[config.mk]
export PLATFORM = sky130hd
export DESIGN_NAME = tsrl_latch
export DESIGN_NICKNAME = d
export VERILOG_FILES = /design/src/tsrl_pkg.sv /design/src/tsrl_latch.sv /design/src/tsrl_sync.sv
export SDC_FILE = /design/constraint.sdc
export NUM_CORES = 1
export LEC_CHECK = 0
export BUFFER_PORTS_ARGS = -buffer_cell sky130_fd_sc_hd__buf_2
export CAP_MARGIN = 0
export CORE_AREA = 2 2 39 41
export CTS_CLUSTER_DIAMETER = 120
export DETAILED_ROUTE_END_ITERATION = 10
export DIE_AREA = 0 0 41 43
export GPL_TIMING_DRIVEN = 0
export PLACE_DENSITY_LB_ADDON = 0.2
export SYNTH_ARGS = -nofsm -noshare
export SYNTH_HDL_FRONTEND = slang
export SYNTH_HIERARCHICAL = 1
export SYNTH_SLANG_ARGS = --single-unit
[constraint.sdc]
create_clock -name ref_clk -period 1.6 [get_ports ref_clk]
set_input_delay 0.16 -clock ref_clk [delete_from_list [all_inputs] [get_ports ref_clk]]
set_output_delay 0.16 -clock ref_clk [all_outputs]
set_load 0.03 [all_outputs]
[src/tsrl_pkg.sv]
package tsrl_pkg;

    // ----------------------------------------
    // precedence modes
    // ----------------------------------------
    typedef enum logic
    {
        TSRL_RESET_FIRST = 1'b0,
        TSRL_SET_FIRST   = 1'b1
    } tsrl_prec_t;

    // power-up default: reset wins
    localparam tsrl_prec_t TSRL_PREC_DEFAULT = TSRL_RESET_FIRST;

    // ----------------------------------------
    // reset values and synchroniser depth
    // ----------------------------------------
    localparam logic       TSRL_OUT_RST  = 1'b0;
    localparam logic [2:0] TSRL_SYNC_RST = 3'h0;
    localparam int         TSRL_SYNC_LEN = 3;

    // ----------------------------------------
    // pin bundle positions
    // ----------------------------------------
    localparam int         TSRL_PIN_CNT  = 3;
    localparam int         TSRL_PIN_TRG  = 2;
    localparam int         TSRL_PIN_SET  = 1;
    localparam int         TSRL_PIN_RST  = 0;

endpackage

[src/tsrl_latch.sv]
`timescale 1ns/1ps
// Contract
// - idle set/reset: rising trigger edge inverts output
// - set alone forces output high
// - reset alone forces output low
// - no inputs, no edge: output holds
// - reset-first mode: both active gives 0
// - set-first mode: both active gives 1
// - two precedence modes, reset-first by default

module tsrl_latch
(
    // clock and reset
    input  wire logic                 ref_clk,
    input  wire logic                 rst_n,
    // pins
    input  wire logic                 toggle_trigger,
    input  wire logic                 set_in,
    input  wire logic                 reset_in,
    // configuration, steady strap
    input  wire tsrl_pkg::tsrl_prec_t precedence_select,
    // result
    output logic                      out_bit
);
    import tsrl_pkg::*;

    // ----------------------------------------
    // input synchronisers
    // ----------------------------------------
    logic                    trg_s;
    logic                    set_s;
    logic                    rst_s;
    logic [TSRL_PIN_CNT-1:0] pins;
    logic [TSRL_PIN_CNT-1:0] pins_s;

    assign pins  = {toggle_trigger, set_in, reset_in};
    assign trg_s = pins_s[TSRL_PIN_TRG];
    assign set_s = pins_s[TSRL_PIN_SET];
    assign rst_s = pins_s[TSRL_PIN_RST];

    // one synchroniser per pin
    genvar gi;
    generate
        for (gi = 0; gi < TSRL_PIN_CNT; gi++)
        begin : g_sync
            tsrl_sync u_sync
            (
                .ref_clk (ref_clk),
                .rst_n   (rst_n),
                .pin_in  (pins[gi]),
                .level   (pins_s[gi])
            );
        end
    endgenerate

    // ----------------------------------------
    // precedence strap capture
    // ----------------------------------------
    tsrl_prec_t prec;
    tsrl_prec_t next_prec;

    // follows the strap after reset release
    always_comb
    begin
        next_prec = precedence_select;
    end

    always_ff @(posedge ref_clk or negedge rst_n)
    begin
        if (!rst_n)
            prec <= TSRL_PREC_DEFAULT;
        else
            prec <= next_prec;
    end

    // ----------------------------------------
    // output state
    // ----------------------------------------
    logic trg_prev;
    logic next_trg_prev;
    logic next_out;
    logic trg_rise;

    assign trg_rise = trg_s & ~trg_prev;

    // next output from set, reset, precedence and edge
    always_comb
    begin
        next_trg_prev = trg_s;
        next_out      = out_bit;
        case ({set_s, rst_s})
            2'b00:   next_out = trg_rise ? ~out_bit : out_bit;
            2'b01:   next_out = 1'b0;
            2'b10:   next_out = 1'b1;
            2'b11:   next_out = (prec == TSRL_SET_FIRST);
            default: next_out = out_bit;
        endcase
    end

    always_ff @(posedge ref_clk or negedge rst_n)
    begin
        if (!rst_n)
        begin
            out_bit  <= TSRL_OUT_RST;
            trg_prev <= 1'b0;
        end
        else
        begin
            out_bit  <= next_out;
            trg_prev <= next_trg_prev;
        end
    end

    // ----------------------------------------
    // assertions
    // ----------------------------------------
    // toggle check
    toggle_inverts_a: assert property (@(posedge ref_clk) disable iff (!rst_n)
        (!set_s && !rst_s && trg_rise) |=> (out_bit != $past(out_bit)))
        else $error("edge did not invert output");

    set_forces_a: assert property (@(posedge ref_clk) disable iff (!rst_n)
        (set_s && !rst_s) |=> out_bit)
        else $error("set did not force high");

    reset_forces_a: assert property (@(posedge ref_clk) disable iff (!rst_n)
        (!set_s && rst_s) |=> !out_bit)
        else $error("reset did not force low");

    idle_holds_a: assert property (@(posedge ref_clk) disable iff (!rst_n)
        (!set_s && !rst_s && !trg_rise) |=> $stable(out_bit))
        else $error("output changed while idle");

    both_reset_a: assert property (@(posedge ref_clk) disable iff (!rst_n)
        (set_s && rst_s && prec == TSRL_RESET_FIRST) |=> !out_bit)
        else $error("reset-first gave high");

    both_set_a: assert property (@(posedge ref_clk) disable iff (!rst_n)
        (set_s && rst_s && prec == TSRL_SET_FIRST) |=> out_bit)
        else $error("set-first gave low");

    prec_follow_a: assert property (@(posedge ref_clk) disable iff (!rst_n)
        1'b1 |=> (prec == $past(precedence_select)))
        else $error("precedence not captured");

    edge_history_a: assert property (@(posedge ref_clk) disable iff (!rst_n)
        1'b1 |=> (trg_prev == $past(trg_s)))
        else $error("trigger history wrong");

    held_once_a: assert property (@(posedge ref_clk) disable iff (!rst_n)
        (!set_s && !rst_s && trg_s && trg_prev)[*2] |-> $stable(out_bit))
        else $error("held trigger toggled again");

    // ----------------------------------------
    // reset state and pin to output paths
    // ----------------------------------------
    // pins take five edges to reach out_bit
    // windows cover that whole pipeline

    reset_state_a: assert property (@(posedge ref_clk)
        !rst_n |=> (out_bit == TSRL_OUT_RST && prec == TSRL_PREC_DEFAULT && !trg_prev))
        else $error("reset state wrong");

    change_cause_a: assert property (@(posedge ref_clk) disable iff (!rst_n)
        $changed(out_bit) |-> $past(set_s || rst_s || trg_rise))
        else $error("output changed without cause");

    trg_level_a: assert property (@(posedge ref_clk) disable iff (!rst_n)
        ((toggle_trigger)[*5] |-> trg_s) and ((!toggle_trigger)[*5] |-> !trg_s))
        else $error("trigger sample lags pin");

    set_path_a: assert property (@(posedge ref_clk) disable iff (!rst_n)
        (set_in && !reset_in)[*6] |-> out_bit)
        else $error("set pin did not raise output");

    reset_path_a: assert property (@(posedge ref_clk) disable iff (!rst_n)
        (reset_in && !set_in)[*6] |-> !out_bit)
        else $error("reset pin did not clear output");

    rfirst_path_a: assert property (@(posedge ref_clk) disable iff (!rst_n)
        (set_in && reset_in && precedence_select == TSRL_RESET_FIRST)[*6] |-> !out_bit)
        else $error("reset-first pins gave high");

    sfirst_path_a: assert property (@(posedge ref_clk) disable iff (!rst_n)
        (set_in && reset_in && precedence_select == TSRL_SET_FIRST)[*6] |-> out_bit)
        else $error("set-first pins gave low");

    toggle_path_a: assert property (@(posedge ref_clk) disable iff (!rst_n)
        (!set_in && !reset_in && !toggle_trigger)[*4]
        ##1 (!set_in && !reset_in && toggle_trigger)[*6]
        |-> (out_bit != $past(out_bit)))
        else $error("pin edge did not toggle output");

    hold_path_a: assert property (@(posedge ref_clk) disable iff (!rst_n)
        (!set_in && !reset_in && !toggle_trigger)[*8] |-> $stable(out_bit))
        else $error("quiet pins changed output");

endmodule // tsrl_latch

[src/tsrl_sync.sv]
`timescale 1ns/1ps

// ----------------------------------------
// three-stage input synchroniser
// ----------------------------------------
module tsrl_sync
(
    // clock and reset
    input  wire logic ref_clk,
    input  wire logic rst_n,
    // pin side
    input  wire logic pin_in,
    // clocked side
    output logic      level
);
    import tsrl_pkg::*;

    logic [TSRL_SYNC_LEN-1:0] stage;
    logic [TSRL_SYNC_LEN-1:0] next_stage;
    logic                     next_level;

    // shift in; level changes when stages 2 and 3 agree
    always_comb
    begin
        next_stage = {stage[TSRL_SYNC_LEN-2:0], pin_in};
        next_level = level;
        if (stage[TSRL_SYNC_LEN-2] == stage[TSRL_SYNC_LEN-1])
        begin
            next_level = stage[TSRL_SYNC_LEN-1];
        end
    end

    // registers
    always_ff @(posedge ref_clk or negedge rst_n)
    begin
        if (!rst_n)
        begin
            stage <= TSRL_SYNC_RST;
            level <= TSRL_SYNC_RST[TSRL_SYNC_LEN-1];
        end
        else
        begin
            stage <= next_stage;
            level <= next_level;
        end
    end

endmodule // tsrl_sync

* Word level (Yosys, flattened, before mapping)
Index checks and enable logic that the tools add are counted.
** Storage, ports and cells
- Register bits after elaboration :: 15
- Input bits :: 6
- Output and inout bits :: 1
- Logic and storage cells :: 22
** Operators by class
- Eq/ne operators :: 7
- Multiplexer cells :: 2
- Bitwise gates (word level) :: 3
- Reduce and logical (&&, ||, !) cells :: 1
** Operators by type and width (count)
- 2-bit == test (second input constant) :: 2
- 1-bit one-hot mux with 4 select lines :: 1
- 1-bit == test :: 3
- 2-bit by 1-bit == test with 1-bit output (second input constant) :: 1
- 2-bit zero test :: 1
- 2-bit inequality test (second input constant) :: 1
- 1-bit NOT :: 2
- 1-bit AND :: 1
- 1-bit two-way mux :: 1

* Depth between registers and ports, before layout
Gate-level depths: netlist of the first run.
- Word-level depth :: 4
- Mapped depth :: 3
- Mapped depth without buffers :: 3

* Cells and area by module
The synthesis of the first run kept the hierarchy.
** Modules (own cells, without submodules)
- tsrl_sync :: times used 3, cells each 5, area an instance 111.4 µm²
- tsrl_latch :: times used 1, cells each 8, area an instance 111.4 µm²

* Worst setup path before layout of the first run
Ideal clock, no wire load.
- Path type :: reg-to-reg
- Start :: register out_bit
- End :: register out_bit
- Arrival :: 727 ps
- Data required time :: 1475 ps
- Slack :: 748 ps
- Stages on the path, launching flop included :: 3
- Path buffers :: 0
- Path through :: dfrtp_1 -> xnor2_1 -> o21ai_1
** On the way
- Word-level cells in the longest chain between the ends :: 3
** RTL lines
- start, declared :: line tsrl_latch.sv:23 : output logic out_bit
- start signal, assigned :: line tsrl_latch.sv:109 : out_bit <= next_out;
- 1-bit NOT :: line tsrl_latch.sv:92 : 2'b00: next_out = trg_rise ? ~out_bit : out_bit;
- 1-bit two-way mux :: line tsrl_latch.sv:92
- 1-bit one-hot mux with 4 select lines :: line tsrl_latch.sv:91 : case ({set_s, rst_s})
No other way between the ends. The select of a mux whose other input is x is not followed.
A chain may end at the register's enable or synchronous reset.

* Final worst setup path of the first run
- Start :: register out_bit
- End :: output out_bit
No word-level cell between the ends.

==> results of run 1 <==
what timing repair did:
| action | 4_1_cts | 5_1_grt |
|---|---|---|
| endpoints found under the hold margin | 19 | 0 |
| resized for setup | 0 | 0 |
| hold buffers | 5 | 0 |
worst min path at each step:
| stage | startpoint | endpoint | slack [ps] |
|---|---|---|---|
| finish | rst_n | g_sync[0].u_sync/stage[1] | 310 |
| global route | rst_n | out_bit | 350 |
| CTS | rst_n | out_bit | 310 |
| detailed placement | rst_n | out_bit | 70 |
| global placement | rst_n | g_sync[1].u_sync/level | 60 |
| floorplan | rst_n | g_sync[0].u_sync/level | -140 |
flip-flops by register name, indices dropped and copies added (netlist names):
| name | cells |
|---|---|
| g_sync.u_sync/stage | 9 |
| g_sync.u_sync/level | 3 |
| out_bit | 1 |
| prec | 1 |
| trg_prev | 1 |
stage by stage:
step | instances | total power [uW]
2_1_floorplan | 23 | 463
3_3_place_gp | 45 | 484
4_1_cts | 54 | 700
5_1_grt | 54 | 731
6_report | 54 | 683
3_5_place_dp | 45 | 486
final cells by class:
| cell class | instances | area share, % |
|---|---|---|
| Timing Repair Buffer | 11 | 14.0 |
| Tap cell | 16 | 3.50 |
| Multi-Input combinational cell | 7 | 11.6 |
| Sequential cell | 15 | 65.6 |
| Clock buffer | 4 | 4.60 |
| Inverter | 1 | 0.656 |
cell families after synthesis:
kind of cell / after synthesis / share of synthesized area (%)
AO/OA/AOI/OAI: 2 / 2.25
buffers and inverters: 1 / 0.842
adder cells (fa/ha/maj): 3 / 7.58
XOR/XNOR: 1 / 1.97
AND/OR/NAND/NOR: 1 / 3.09
flip-flops: 15 / 84.3
power breakdown:
part / internal (uW) / total [uW] / switching (uW)
combinational: 33.8 / 63.4 / 29.6
clock: 96.4 / 197 / 101
sequential: 407 / 422 / 15.2
total: 537 / 683 / 145
cells in the mapped netlist, drive strengths merged:
master,instances
dfrtp,15
maj3,3
o21ai,2
inv,1
nor2b,1
xnor2,1
routing by layer:
metal  track usage [%]  wire, microns  up-vias  part of all wire, %
met2              10.3            247        6                   49
met3              3.14             32        0                  6.3
met4              8.00              0        0                    0
met1              12.3            226      109                   45
li1                  -              -      104                    -
met5                 0              0        -                    0
==> results.sh, run 1 <==
export IMPL_multi_input_comb_area_sq_um=66.3
export IMPL_clock_sinks=15
export IMPL_cp_max_fo=2
export IMPL_track_usage_pct=8.87
export IMPL_critical_path_reg2reg_startpoint="g_sync[2].u_sync/level"
export IMPL_crit_path_start="out_bit"
export IMPL_row_count=14
export IMPL_crit_path_end_kind="output pin"
export IMPL_reg2reg_depth=3
export IMPL_drt_pre_antenna_iters=1
export IMPL_cts_reportedPaths_clkPinSlew_ps=80
export IMPL_post_route_cells_drive_above_1_share_pct=34.2
export IMPL_antennaDiodeCount=0
export IMPL_layout_nets=45
export IMPL_netlist_area_sq_um=445
export IMPL_cts_htree_levels=1
export IMPL_rsz0062_at_grt="no"
export IMPL_netlist_top_cell_by_area="sky130_fd_sc_hd__dfrtp_1"
export IMPL_final_setup_skew_ps=2.26
export IMPL_layout_common_cells="sky130_fd_sc_hd__dfrtp_1, sky130_fd_sc_hd__buf_2, sky130_fd_sc_hd__dlygate4sd3_1, sky130_fd_sc_hd__clkbuf_4, sky130_fd_sc_hd__maj3_2"
export IMPL_grt_remaining_overflow=0
export IMPL_postLayoutCellArea_sq_um=572
export IMPL_fin_worst_hold_slack_ps=315
export IMPL_critPathKind="reg2out"
export IMPL_power_density_nw_per_um2=1190
export IMPL_ff_latch_area_sq_um=375
export IMPL_critical_path_reg2reg_endpoint="out_bit"
export IMPL_buffer_ports_inserted=6
export IMPL_timing_critical_path_required_ps=1440
export IMPL_worst_hold_path_type="in2async"
export IMPL_timing_max_slew_rel_slack_pct=79.1
export IMPL_report_final_hold_viol_count=0
export IMPL_start_util_pct=32.2
export IMPL_crit_family="flip-flops"
export IMPL_status="finished clean"
export IMPL_maxSlewViolCount=0
export IMPL_core_region_area_sq_um=1380
export IMPL_fmax_ghz=1.01
export IMPL_root_buffer="sky130_fd_sc_hd__clkbuf_4"
export IMPL_route_detailed_drc=0
export IMPL_yosys_area_top_type_share_pct=84.3
export IMPL_portion_of_the_post_synthesis_area_used_by_sequential_elements_pct=84.3
export IMPL_placed_area_sq_um=495
export IMPL_finalSetupViolations=0
export IMPL_cts_post_setup_buffers_inserted=0
export IMPL_grt_max_degree=16
export IMPL_fp_dieH_microns=43
export IMPL_clk_path_buf_depth=2
export IMPL_vias=219
export IMPL_boundary_pin_count=7
export IMPL_final_period_minus_worst_setup_slack_ps=994
export IMPL_max_cap_violations=0
export IMPL_crit_path_end="out_bit"
export IMPL_finalWirelength_microns=506
export IMPL_r2r_slack_ps=740
export IMPL_flow_area_growth_from_synthesis_pct=28.4
export IMPL_initial_antenna_violation_count=0
export IMPL_cts_tree="yes"
export IMPL_final_min_period_over_clock_period_pct=62.1
export IMPL_yosys_warnings=6
export IMPL_synth_cell_types=7
export IMPL_crit_buf_inv=1
export IMPL_timing_critical_path_arrival_ps=830
export IMPL_first_global_vias=240
export IMPL_cp_cell_sequence="buf_2"
export IMPL_worst_slew_pin_slew_ps=313
export IMPL_mappedNetlistNets=29
export IMPL_die_area_sq_um=1760
export IMPL_die_width_microns=41
export IMPL_ant_nets=0
export IMPL_layout_cells_most_common="sky130_fd_sc_hd__dfrtp_1"
export IMPL_gpl_final_weighted_congestion=0.629
export IMPL_ir_drop_worst_vdd_uv=440
export IMPL_timing_critical_path_slowest_cell_delay_ps=390
export IMPL_crit_path_start_kind="register"
export IMPL_synth_top_cells_by_area="sky130_fd_sc_hd__dfrtp_1, sky130_fd_sc_hd__maj3_2, sky130_fd_sc_hd__nor2b_4, sky130_fd_sc_hd__xnor2_1, sky130_fd_sc_hd__o21ai_0"
export IMPL_path_depth=1
export IMPL_syn_instance_count=23
export IMPL_worst_slack_setup_final_ps=606
export IMPL_setup_tns_ps=0
export IMPL_synth_ff_latch_count=15
export IMPL_power_leakage_uw=0.000260
export IMPL_worst_skew_pair_late_latency_ps=270
export IMPL_nFillCells=139
export IMPL_synth_area_per_cell_sq_um=19.4
export IMPL_via_per_inst=4.06
export IMPL_post_drt_wl_per_cell_microns=9.37
export IMPL_critPathSlowestCell="sky130_fd_sc_hd__dfrtp_1"
export IMPL_first_pass_grt_wire_length_microns=986
export IMPL_numCtsBuffers=3
export IMPL_drt_first_iter_violations=0
export IMPL_utilization_pct=41.3
export IMPL_dp_slack_ps=749
(Power assumes the default switching activity.)
==> run 2, diff against run 1 <==
--- a/config.mk
+++ b/config.mk
@@ -5,6 +5,7 @@
 export SDC_FILE = /design/constraint.sdc
 export NUM_CORES = 1
 export LEC_CHECK = 0
+export ABC_AREA = 1
 export BUFFER_PORTS_ARGS = -buffer_cell sky130_fd_sc_hd__buf_2
 export CAP_MARGIN = 0
 export CORE_AREA = 2 2 39 41
==> constraint.sdc (replaced) <==
create_clock -name ref_clk -period 1 [get_ports ref_clk]
set_input_delay 0.1 -clock ref_clk [delete_from_list [all_inputs] [get_ports ref_clk]]
set_output_delay 0.1 -clock ref_clk [all_outputs]
set_load 0.03 [all_outputs]
==> run 2 against run 1 <==
Via count rose by 35%. Register-to-register slack got worse by 600 ps. Sequential cell count did not move. Critical path depth did not move. Count of clock-buffer cells in the layout did not move. Worst setup slack got worse by 560 ps. Clock skew rose by 2.8 ps. Non-clock buffer count did not move. Combinational power rose by 80%. Worst hold slack got worse by 79 ps. Cell count rose by 26%. Critical endpoint unchanged. Largest power group unchanged. Highest routed layer unchanged.
==> results.sh, run 2 <==
export IMPL_power_share_switching_pct=24.1
export IMPL_post_drt_wl_per_cell_microns=9.94
export IMPL_layout_cells_most_common="sky130_fd_sc_hd__dfrtp_1"
export IMPL_comb_power_share_pct=10.1
export IMPL_yosys_area_top_type_share_pct=79.8
export IMPL_boundary_pin_count=7
export IMPL_buffer_ports_inserted=6
export IMPL_yosysMostFrequentCell="sky130_fd_sc_hd__dfrtp_1"
export IMPL_clk_path_buf_depth=2
export IMPL_design_internal_power_uw=856
export IMPL_dp_hpwl_microns=479
export IMPL_crit_buf_inv=1
export IMPL_timing_critical_path_arrival_ps=850
export IMPL_worst_skew_pair_late_latency_ps=270
export IMPL_postLayoutCellArea_sq_um=597
export IMPL_first_global_vias=307
export IMPL_synth_edff_count=0
export IMPL_row_count=14
export IMPL_timing_max_slew_rel_slack_pct=78.6
export IMPL_core_region_area_sq_um=1380
export IMPL_mappedNetlistNets=43
export IMPL_clkPwrFrac_pct=29.2
export IMPL_power_density_nw_per_um2=1890
export IMPL_synth_area_per_cell_sq_um=12.7
export IMPL_final_min_period_over_clock_period_pct=95.2
export IMPL_setup_tns_ps=0
export IMPL_netSwitchingPower_uw=272
export IMPL_crit_path_start_kind="register"
export IMPL_grt_max_degree=16
export IMPL_first_pass_grt_wire_length_microns=1240
export IMPL_route_detailed_drc=0
export IMPL_final_period_minus_worst_setup_slack_ps=952
export IMPL_critPathSlowestCell="sky130_fd_sc_hd__dfrtp_1"
export IMPL_largest_register_ffs=9
export IMPL_report_final_hold_viol_count=0
export IMPL_antennaDiodeCount=0
export IMPL_finalWirelength_microns=676
export IMPL_ir_drop_worst_vdd_uv=798
export IMPL_r2r_slack_ps=140
export IMPL_crit_path_end_kind="output pin"
export IMPL_crit_path_start="out_bit"
export IMPL_fp_dieH_microns=43
export IMPL_layout_nets=59
export IMPL_gpl_final_weighted_congestion=0.594
export IMPL_initial_antenna_violation_count=0
export IMPL_synth_async_sr_flop_share_pct=100
export IMPL_drt_pre_antenna_iters=3
export IMPL_netlist_area_sq_um=470
export IMPL_finalSetupViolations=0
export IMPL_flow_area_growth_from_synthesis_pct=26.9
export IMPL_pwr_share_seq_pct=60.7
export IMPL_utilization_pct=43.1
export IMPL_syn_instance_count=37
export IMPL_critPathKind="reg2out"
export IMPL_track_usage_pct=11.2
export IMPL_synth_top_cells_by_area="sky130_fd_sc_hd__dfrtp_1, sky130_fd_sc_hd__nand2_1, sky130_fd_sc_hd__inv_1, sky130_fd_sc_hd__a21oi_1, sky130_fd_sc_hd__nor2_1"
export IMPL_nFillCells=130
export IMPL_biggestRegsByFlops="g_sync.u_sync/stage: 9 flops, g_sync.u_sync/level: 3 flops"
export IMPL_vias=295
export IMPL_numCtsBuffers=3
export IMPL_cp_max_fo=3
export IMPL_rsz0062_at_grt="no"
export IMPL_portion_of_the_post_synthesis_area_used_by_sequential_elements_pct=79.8
export IMPL_drt_first_iter_violations=13
export IMPL_placed_area_sq_um=520
export IMPL_final_setup_skew_ps=5.02
export IMPL_fmax_ghz=1.05
export IMPL_maxSlewViolCount=0
export IMPL_grt_remaining_overflow=0
export IMPL_cts_reportedPaths_clkPinSlew_ps=80
export IMPL_via_per_inst=4.34
export IMPL_die_area_sq_um=1760
export IMPL_leading_cell_types_by_count_after_synthesis="sky130_fd_sc_hd__dfrtp_1, sky130_fd_sc_hd__nand2_1, sky130_fd_sc_hd__inv_1, sky130_fd_sc_hd__a21oi_1, sky130_fd_sc_hd__nor2_1"
export IMPL_ant_nets=0
export IMPL_clock_sinks=15
export IMPL_max_cap_violations=0
export IMPL_die_width_microns=41
export IMPL_root_buffer="sky130_fd_sc_hd__clkbuf_4"
export IMPL_crit_family="flip-flops"
export IMPL_reg2reg_depth=4
export IMPL_crit_path_end="out_bit"
export IMPL_synth_main_ff_cell="sky130_fd_sc_hd__dfrtp_1"
export IMPL_top_register="g_sync.u_sync/stage"
export IMPL_post_route_cells_drive_above_1_share_pct=19.2
export IMPL_synth_ff_latch_count=15
export IMPL_path_depth=1
export IMPL_cp_cell_sequence="buf_2"
export IMPL_timing_critical_path_slowest_cell_delay_ps=400
export IMPL_cts_tree="yes"
export IMPL_critical_path_reg2reg_endpoint="out_bit"
export IMPL_cts_htree_levels=1
export IMPL_layout_common_cells="sky130_fd_sc_hd__dfrtp_1, sky130_fd_sc_hd__nand2_1, sky130_fd_sc_hd__buf_2, sky130_fd_sc_hd__inv_1, sky130_fd_sc_hd__dlygate4sd3_1"
export IMPL_power_leakage_uw=0.000297
export IMPL_status="finished clean"
export IMPL_worst_slew_pin_slew_ps=321
export IMPL_synth_cell_types=8
export IMPL_worst_hold_path_type="in2async"
export IMPL_timing_critical_path_required_ps=900
export IMPL_start_util_pct=34.0
export IMPL_netlist_top_cell_by_area="sky130_fd_sc_hd__dfrtp_1"
export IMPL_yosys_warnings=6
export IMPL_critical_path_reg2reg_startpoint="g_sync[1].u_sync/level"
[run 2: metrics by stage]
stage,std cells,total power (uW),setup slack [ps],hold slack (ps)
floorplan,37,752,177,-196
global placement,59,788,196,5.02
detailed placement,59,799,149,15.5
CTS,68,1150,26.5,234
global route,68,1200,1.72,278
finish,68,1130,48.1,236
[run 2: layout make-up]
type / count / area [sq um] / area share (%)
Inverter: 5 / 18.8 / 3.14
Tap cell: 16 / 20.0 / 3.35
Clock buffer: 4 / 26.3 / 4.40
Sequential cell: 15 / 375 / 62.9
Timing Repair Buffer: 11 / 80.1 / 13.4
Multi-Input combinational cell: 17 / 76.3 / 12.8
[run 2: power groups by stage]
stage	Sequential, uW	Clock, uW	Combinational, uW
2_1_floorplan	711	0	40.5
3_3_place_gp	694	0	94.5
3_5_place_dp	697	0	102
4_1_cts	686	352	117
5_1_grt	692	381	130
6_report	685	330	114
[run 2: cell families (layout without fill, tap and decap cells)]
group	after synthesis	count (layout)	synth area share [%]
compound gates	4	4	4.79
buf+inv	5	20	3.99
flops	15	15	79.8
simple gates	13	13	11.4
[run 2: worst min-delay path by stage]
stage	startpoint	endpoint	cells after the start
global route	rst_n	g_sync[1].u_sync/stage[0]	2
floorplan	rst_n	g_sync[0].u_sync/level	0
global placement	rst_n	g_sync[1].u_sync/stage[0]	1
detailed placement	rst_n	g_sync[1].u_sync/stage[0]	1
CTS	rst_n	g_sync[1].u_sync/stage[0]	2
finish	rst_n	g_sync[1].u_sync/stage[0]	2
[run 2: what timing repair did]
action | 4_1_cts | 5_1_grt
endpoints found under the hold margin | 19 | 0
setup buffers | 0 | 0
setup endpoints to repair | 0 | 0
resized for setup | 0 | 0
hold buffers | 5 | 0
[run 2: layer usage]
layer	up-vias	part of all wire [%]	track usage (%)	wire length [microns]
li1	141	-	-	-
met1	148	39	12.9	263
met2	6	57	16.9	384
met3	0	4.1	3.14	28
met4	0	0	8.00	0
met5	-	0	0	0
==> run 3, diff against run 2 <==
--- a/config.mk
+++ b/config.mk
@@ -6,7 +6,7 @@
 export NUM_CORES = 1
 export LEC_CHECK = 0
 export ABC_AREA = 1
-export BUFFER_PORTS_ARGS = -buffer_cell sky130_fd_sc_hd__buf_2
+export BUFFER_PORTS_ARGS = -buffer_cell sky130_fd_sc_hd__buf_4
 export CAP_MARGIN = 0
 export CORE_AREA = 2 2 39 41
 export CTS_CLUSTER_DIAMETER = 120
@@ -14,6 +14,7 @@
 export DIE_AREA = 0 0 41 43
 export GPL_TIMING_DRIVEN = 0
 export PLACE_DENSITY_LB_ADDON = 0.2
+export SETUP_SLACK_MARGIN = 0.5
 export SYNTH_ARGS = -nofsm -noshare
 export SYNTH_HDL_FRONTEND = slang
 export SYNTH_HIERARCHICAL = 1
==> run 3 against run 2 <==
The run now ends with negative hold slack left. Die area unchanged. Count of clock-buffer cells in the layout is 1 lower. Worst setup slack improved by 8.4 ps. Sequential cell count is the same. Routed wire length down 12%. Combinational power grew 12%. Worst hold slack worse by 320 ps.
==> results.sh, run 3 (same netlist as run 2, synthesis figures left out) <==
export IMPL_status="finished, violations left"
export IMPL_path_depth=1
export IMPL_finalWirelength_microns=598
export IMPL_layout_nets=56
export IMPL_crit_path_end_kind="output pin"
export IMPL_root_buffer="sky130_fd_sc_hd__clkbuf_4"
export IMPL_worst_skew_pair_late_latency_ps=280
export IMPL_cts_hold_fix_buffers=1
export IMPL_drt_pre_antenna_iters=4
export IMPL_timing_critical_path_arrival_ps=840
export IMPL_numCtsBuffers=3
export IMPL_max_cap_violations=0
export IMPL_worst_slack_setup_final_ps=56.5
export IMPL_ff_latch_area_sq_um=377
export IMPL_vias=278
export IMPL_dp_hpwl_microns=417
export IMPL_grt_max_degree=16
export IMPL_track_usage_pct=11.1
export IMPL_via_per_inst=4.28
export IMPL_multi_input_comb_area_sq_um=78.8
export IMPL_first_pass_grt_wire_length_microns=1160
export IMPL_final_min_period_over_clock_period_pct=94.3
export IMPL_core_region_area_sq_um=1380
export IMPL_hold_depth=1
export IMPL_dp_slack_ps=169
export IMPL_worst_hold_path_type="in2reg"
export IMPL_fin_worst_hold_slack_ps=-79.1
export IMPL_buffer_ports_inserted=6
export IMPL_crit_family="flip-flops"
export IMPL_route_detailed_drc=0
export IMPL_biggestRegsByFlops="g_sync.u_sync/stage: 9 flops, g_sync.u_sync/level: 3 flops"
export IMPL_critPathSlowestCell="sky130_fd_sc_hd__dfrtp_2"
export IMPL_row_count=14
export IMPL_cts_htree_levels=1
export IMPL_clk_path_buf_depth=2
export IMPL_boundary_pin_count=7
export IMPL_critPathKind="reg2out"
export IMPL_utilization_pct=42.8
export IMPL_grt_remaining_overflow=0
export IMPL_layout_common_cells="sky130_fd_sc_hd__dfrtp_1, sky130_fd_sc_hd__nand2_1, sky130_fd_sc_hd__inv_1, sky130_fd_sc_hd__buf_4"
export IMPL_clock_sinks=15
export IMPL_crit_path_start_kind="register"
export IMPL_post_route_cells_drive_above_1_share_pct=28.6
export IMPL_start_util_pct=34.0
export IMPL_timing_critical_path_slowest_cell_delay_ps=430
export IMPL_fmax_ghz=1.06
export IMPL_die_area_sq_um=1760
export IMPL_finalSetupViolations=0
export IMPL_cts_reportedPaths_clkPinSlew_ps=90
export IMPL_first_global_vias=285
export IMPL_post_drt_wl_per_cell_microns=9.20
export IMPL_timing_critical_path_required_ps=900
export IMPL_nFillCells=138
export IMPL_final_period_minus_worst_setup_slack_ps=943
export IMPL_worst_slew_pin_slew_ps=180
export IMPL_top_register="g_sync.u_sync/stage"
export IMPL_largest_register_ffs=9
export IMPL_timing_max_slew_rel_slack_pct=88.0
export IMPL_cts_tree="yes"
export IMPL_drt_first_iter_violations=5
export IMPL_ir_drop_worst_vdd_uv=947
export IMPL_fp_dieH_microns=43
export IMPL_power_density_nw_per_um2=1940
export IMPL_violated_checks="negative hold slack"
export IMPL_maxSlewViolCount=0
export IMPL_gpl_final_weighted_congestion=0.611
export IMPL_cp_cell_sequence="buf_6"
export IMPL_ant_nets=0
export IMPL_setup_tns_ps=0
export IMPL_die_width_microns=41
export IMPL_final_setup_skew_ps=2.77
export IMPL_power_leakage_uw=0.000295
export IMPL_reg2reg_depth=4
export IMPL_crit_buf_inv=1
export IMPL_layout_cells_most_common="sky130_fd_sc_hd__dfrtp_1"
export IMPL_flow_area_growth_from_synthesis_pct=25.8
export IMPL_report_final_hold_viol_count=4
export IMPL_initial_antenna_violation_count=0
export IMPL_cp_max_fo=3
export IMPL_antennaDiodeCount=0
export IMPL_rsz0062_at_grt="yes"
[run 3: cell types whose count changed in the layout (fill, tap and decap cells not counted), sizes merged]
cell,delta
buf,+1
clkbuf,-1
clkinv,+1
dlygate4sd3,-4
[run 3: report_power, final]
| part | switching [uW] | internal, uW | total (uW) |
|---|---|---|---|
| sequential | 33.2 | 655 | 688 |
| clock | 183 | 148 | 331 |
| combinational | 63.9 | 64.2 | 128 |
[run 3: cell type report]
type	count	share of cell area, %
Multi-Input combinational cell	17	13.3
Timing Repair Buffer	8	11.8
Sequential cell	15	63.6
Inverter	5	3.17
Clock buffer	3	3.81
Clock inverter	1	0.846
Tap cell	16	3.38
[run 3: worst paths after layout]
| check | start | end | slack, ps |
|---|---|---|---|
| worst max-delay path | out_bit | out_bit | 60 |
| worst min-delay path | toggle_trigger | g_sync[2].u_sync/stage[0] | -80 |
| worst max register to register | g_sync[0].u_sync/level | out_bit | 140 |
| min in group asynchronous | rst_n | g_sync[1].u_sync/stage[2] | 190 |
| max in group asynchronous | rst_n | out_bit | 630 |
| worst min register to register | g_sync[2].u_sync/stage[0] | g_sync[2].u_sync/stage[1] | 350 |
[run 3: layer usage]
layer	track usage, %	wire length (microns)	vias up
met3	6.28	27	4
met1	13.7	259	131
li1	-	-	135
met2	12.2	281	8
met4	12.0	29	0
met5	0	0	-
[run 3: through the flow]
stage	power (uW)	instance area, sq um	std cells
finish	1150	592	65
global route	1250	592	65
detailed placement	810	537	59
floorplan	754	472	37
CTS	1160	578	64
global placement	802	537	59
[run 3: repair_timing]
item                                   CTS  global route
pin swaps                                0             4
resized for setup                        1             2
cloned                                   0             0
buffers inserted                         0             1
setup endpoints to repair                9             9
endpoints found under the hold margin   19             4
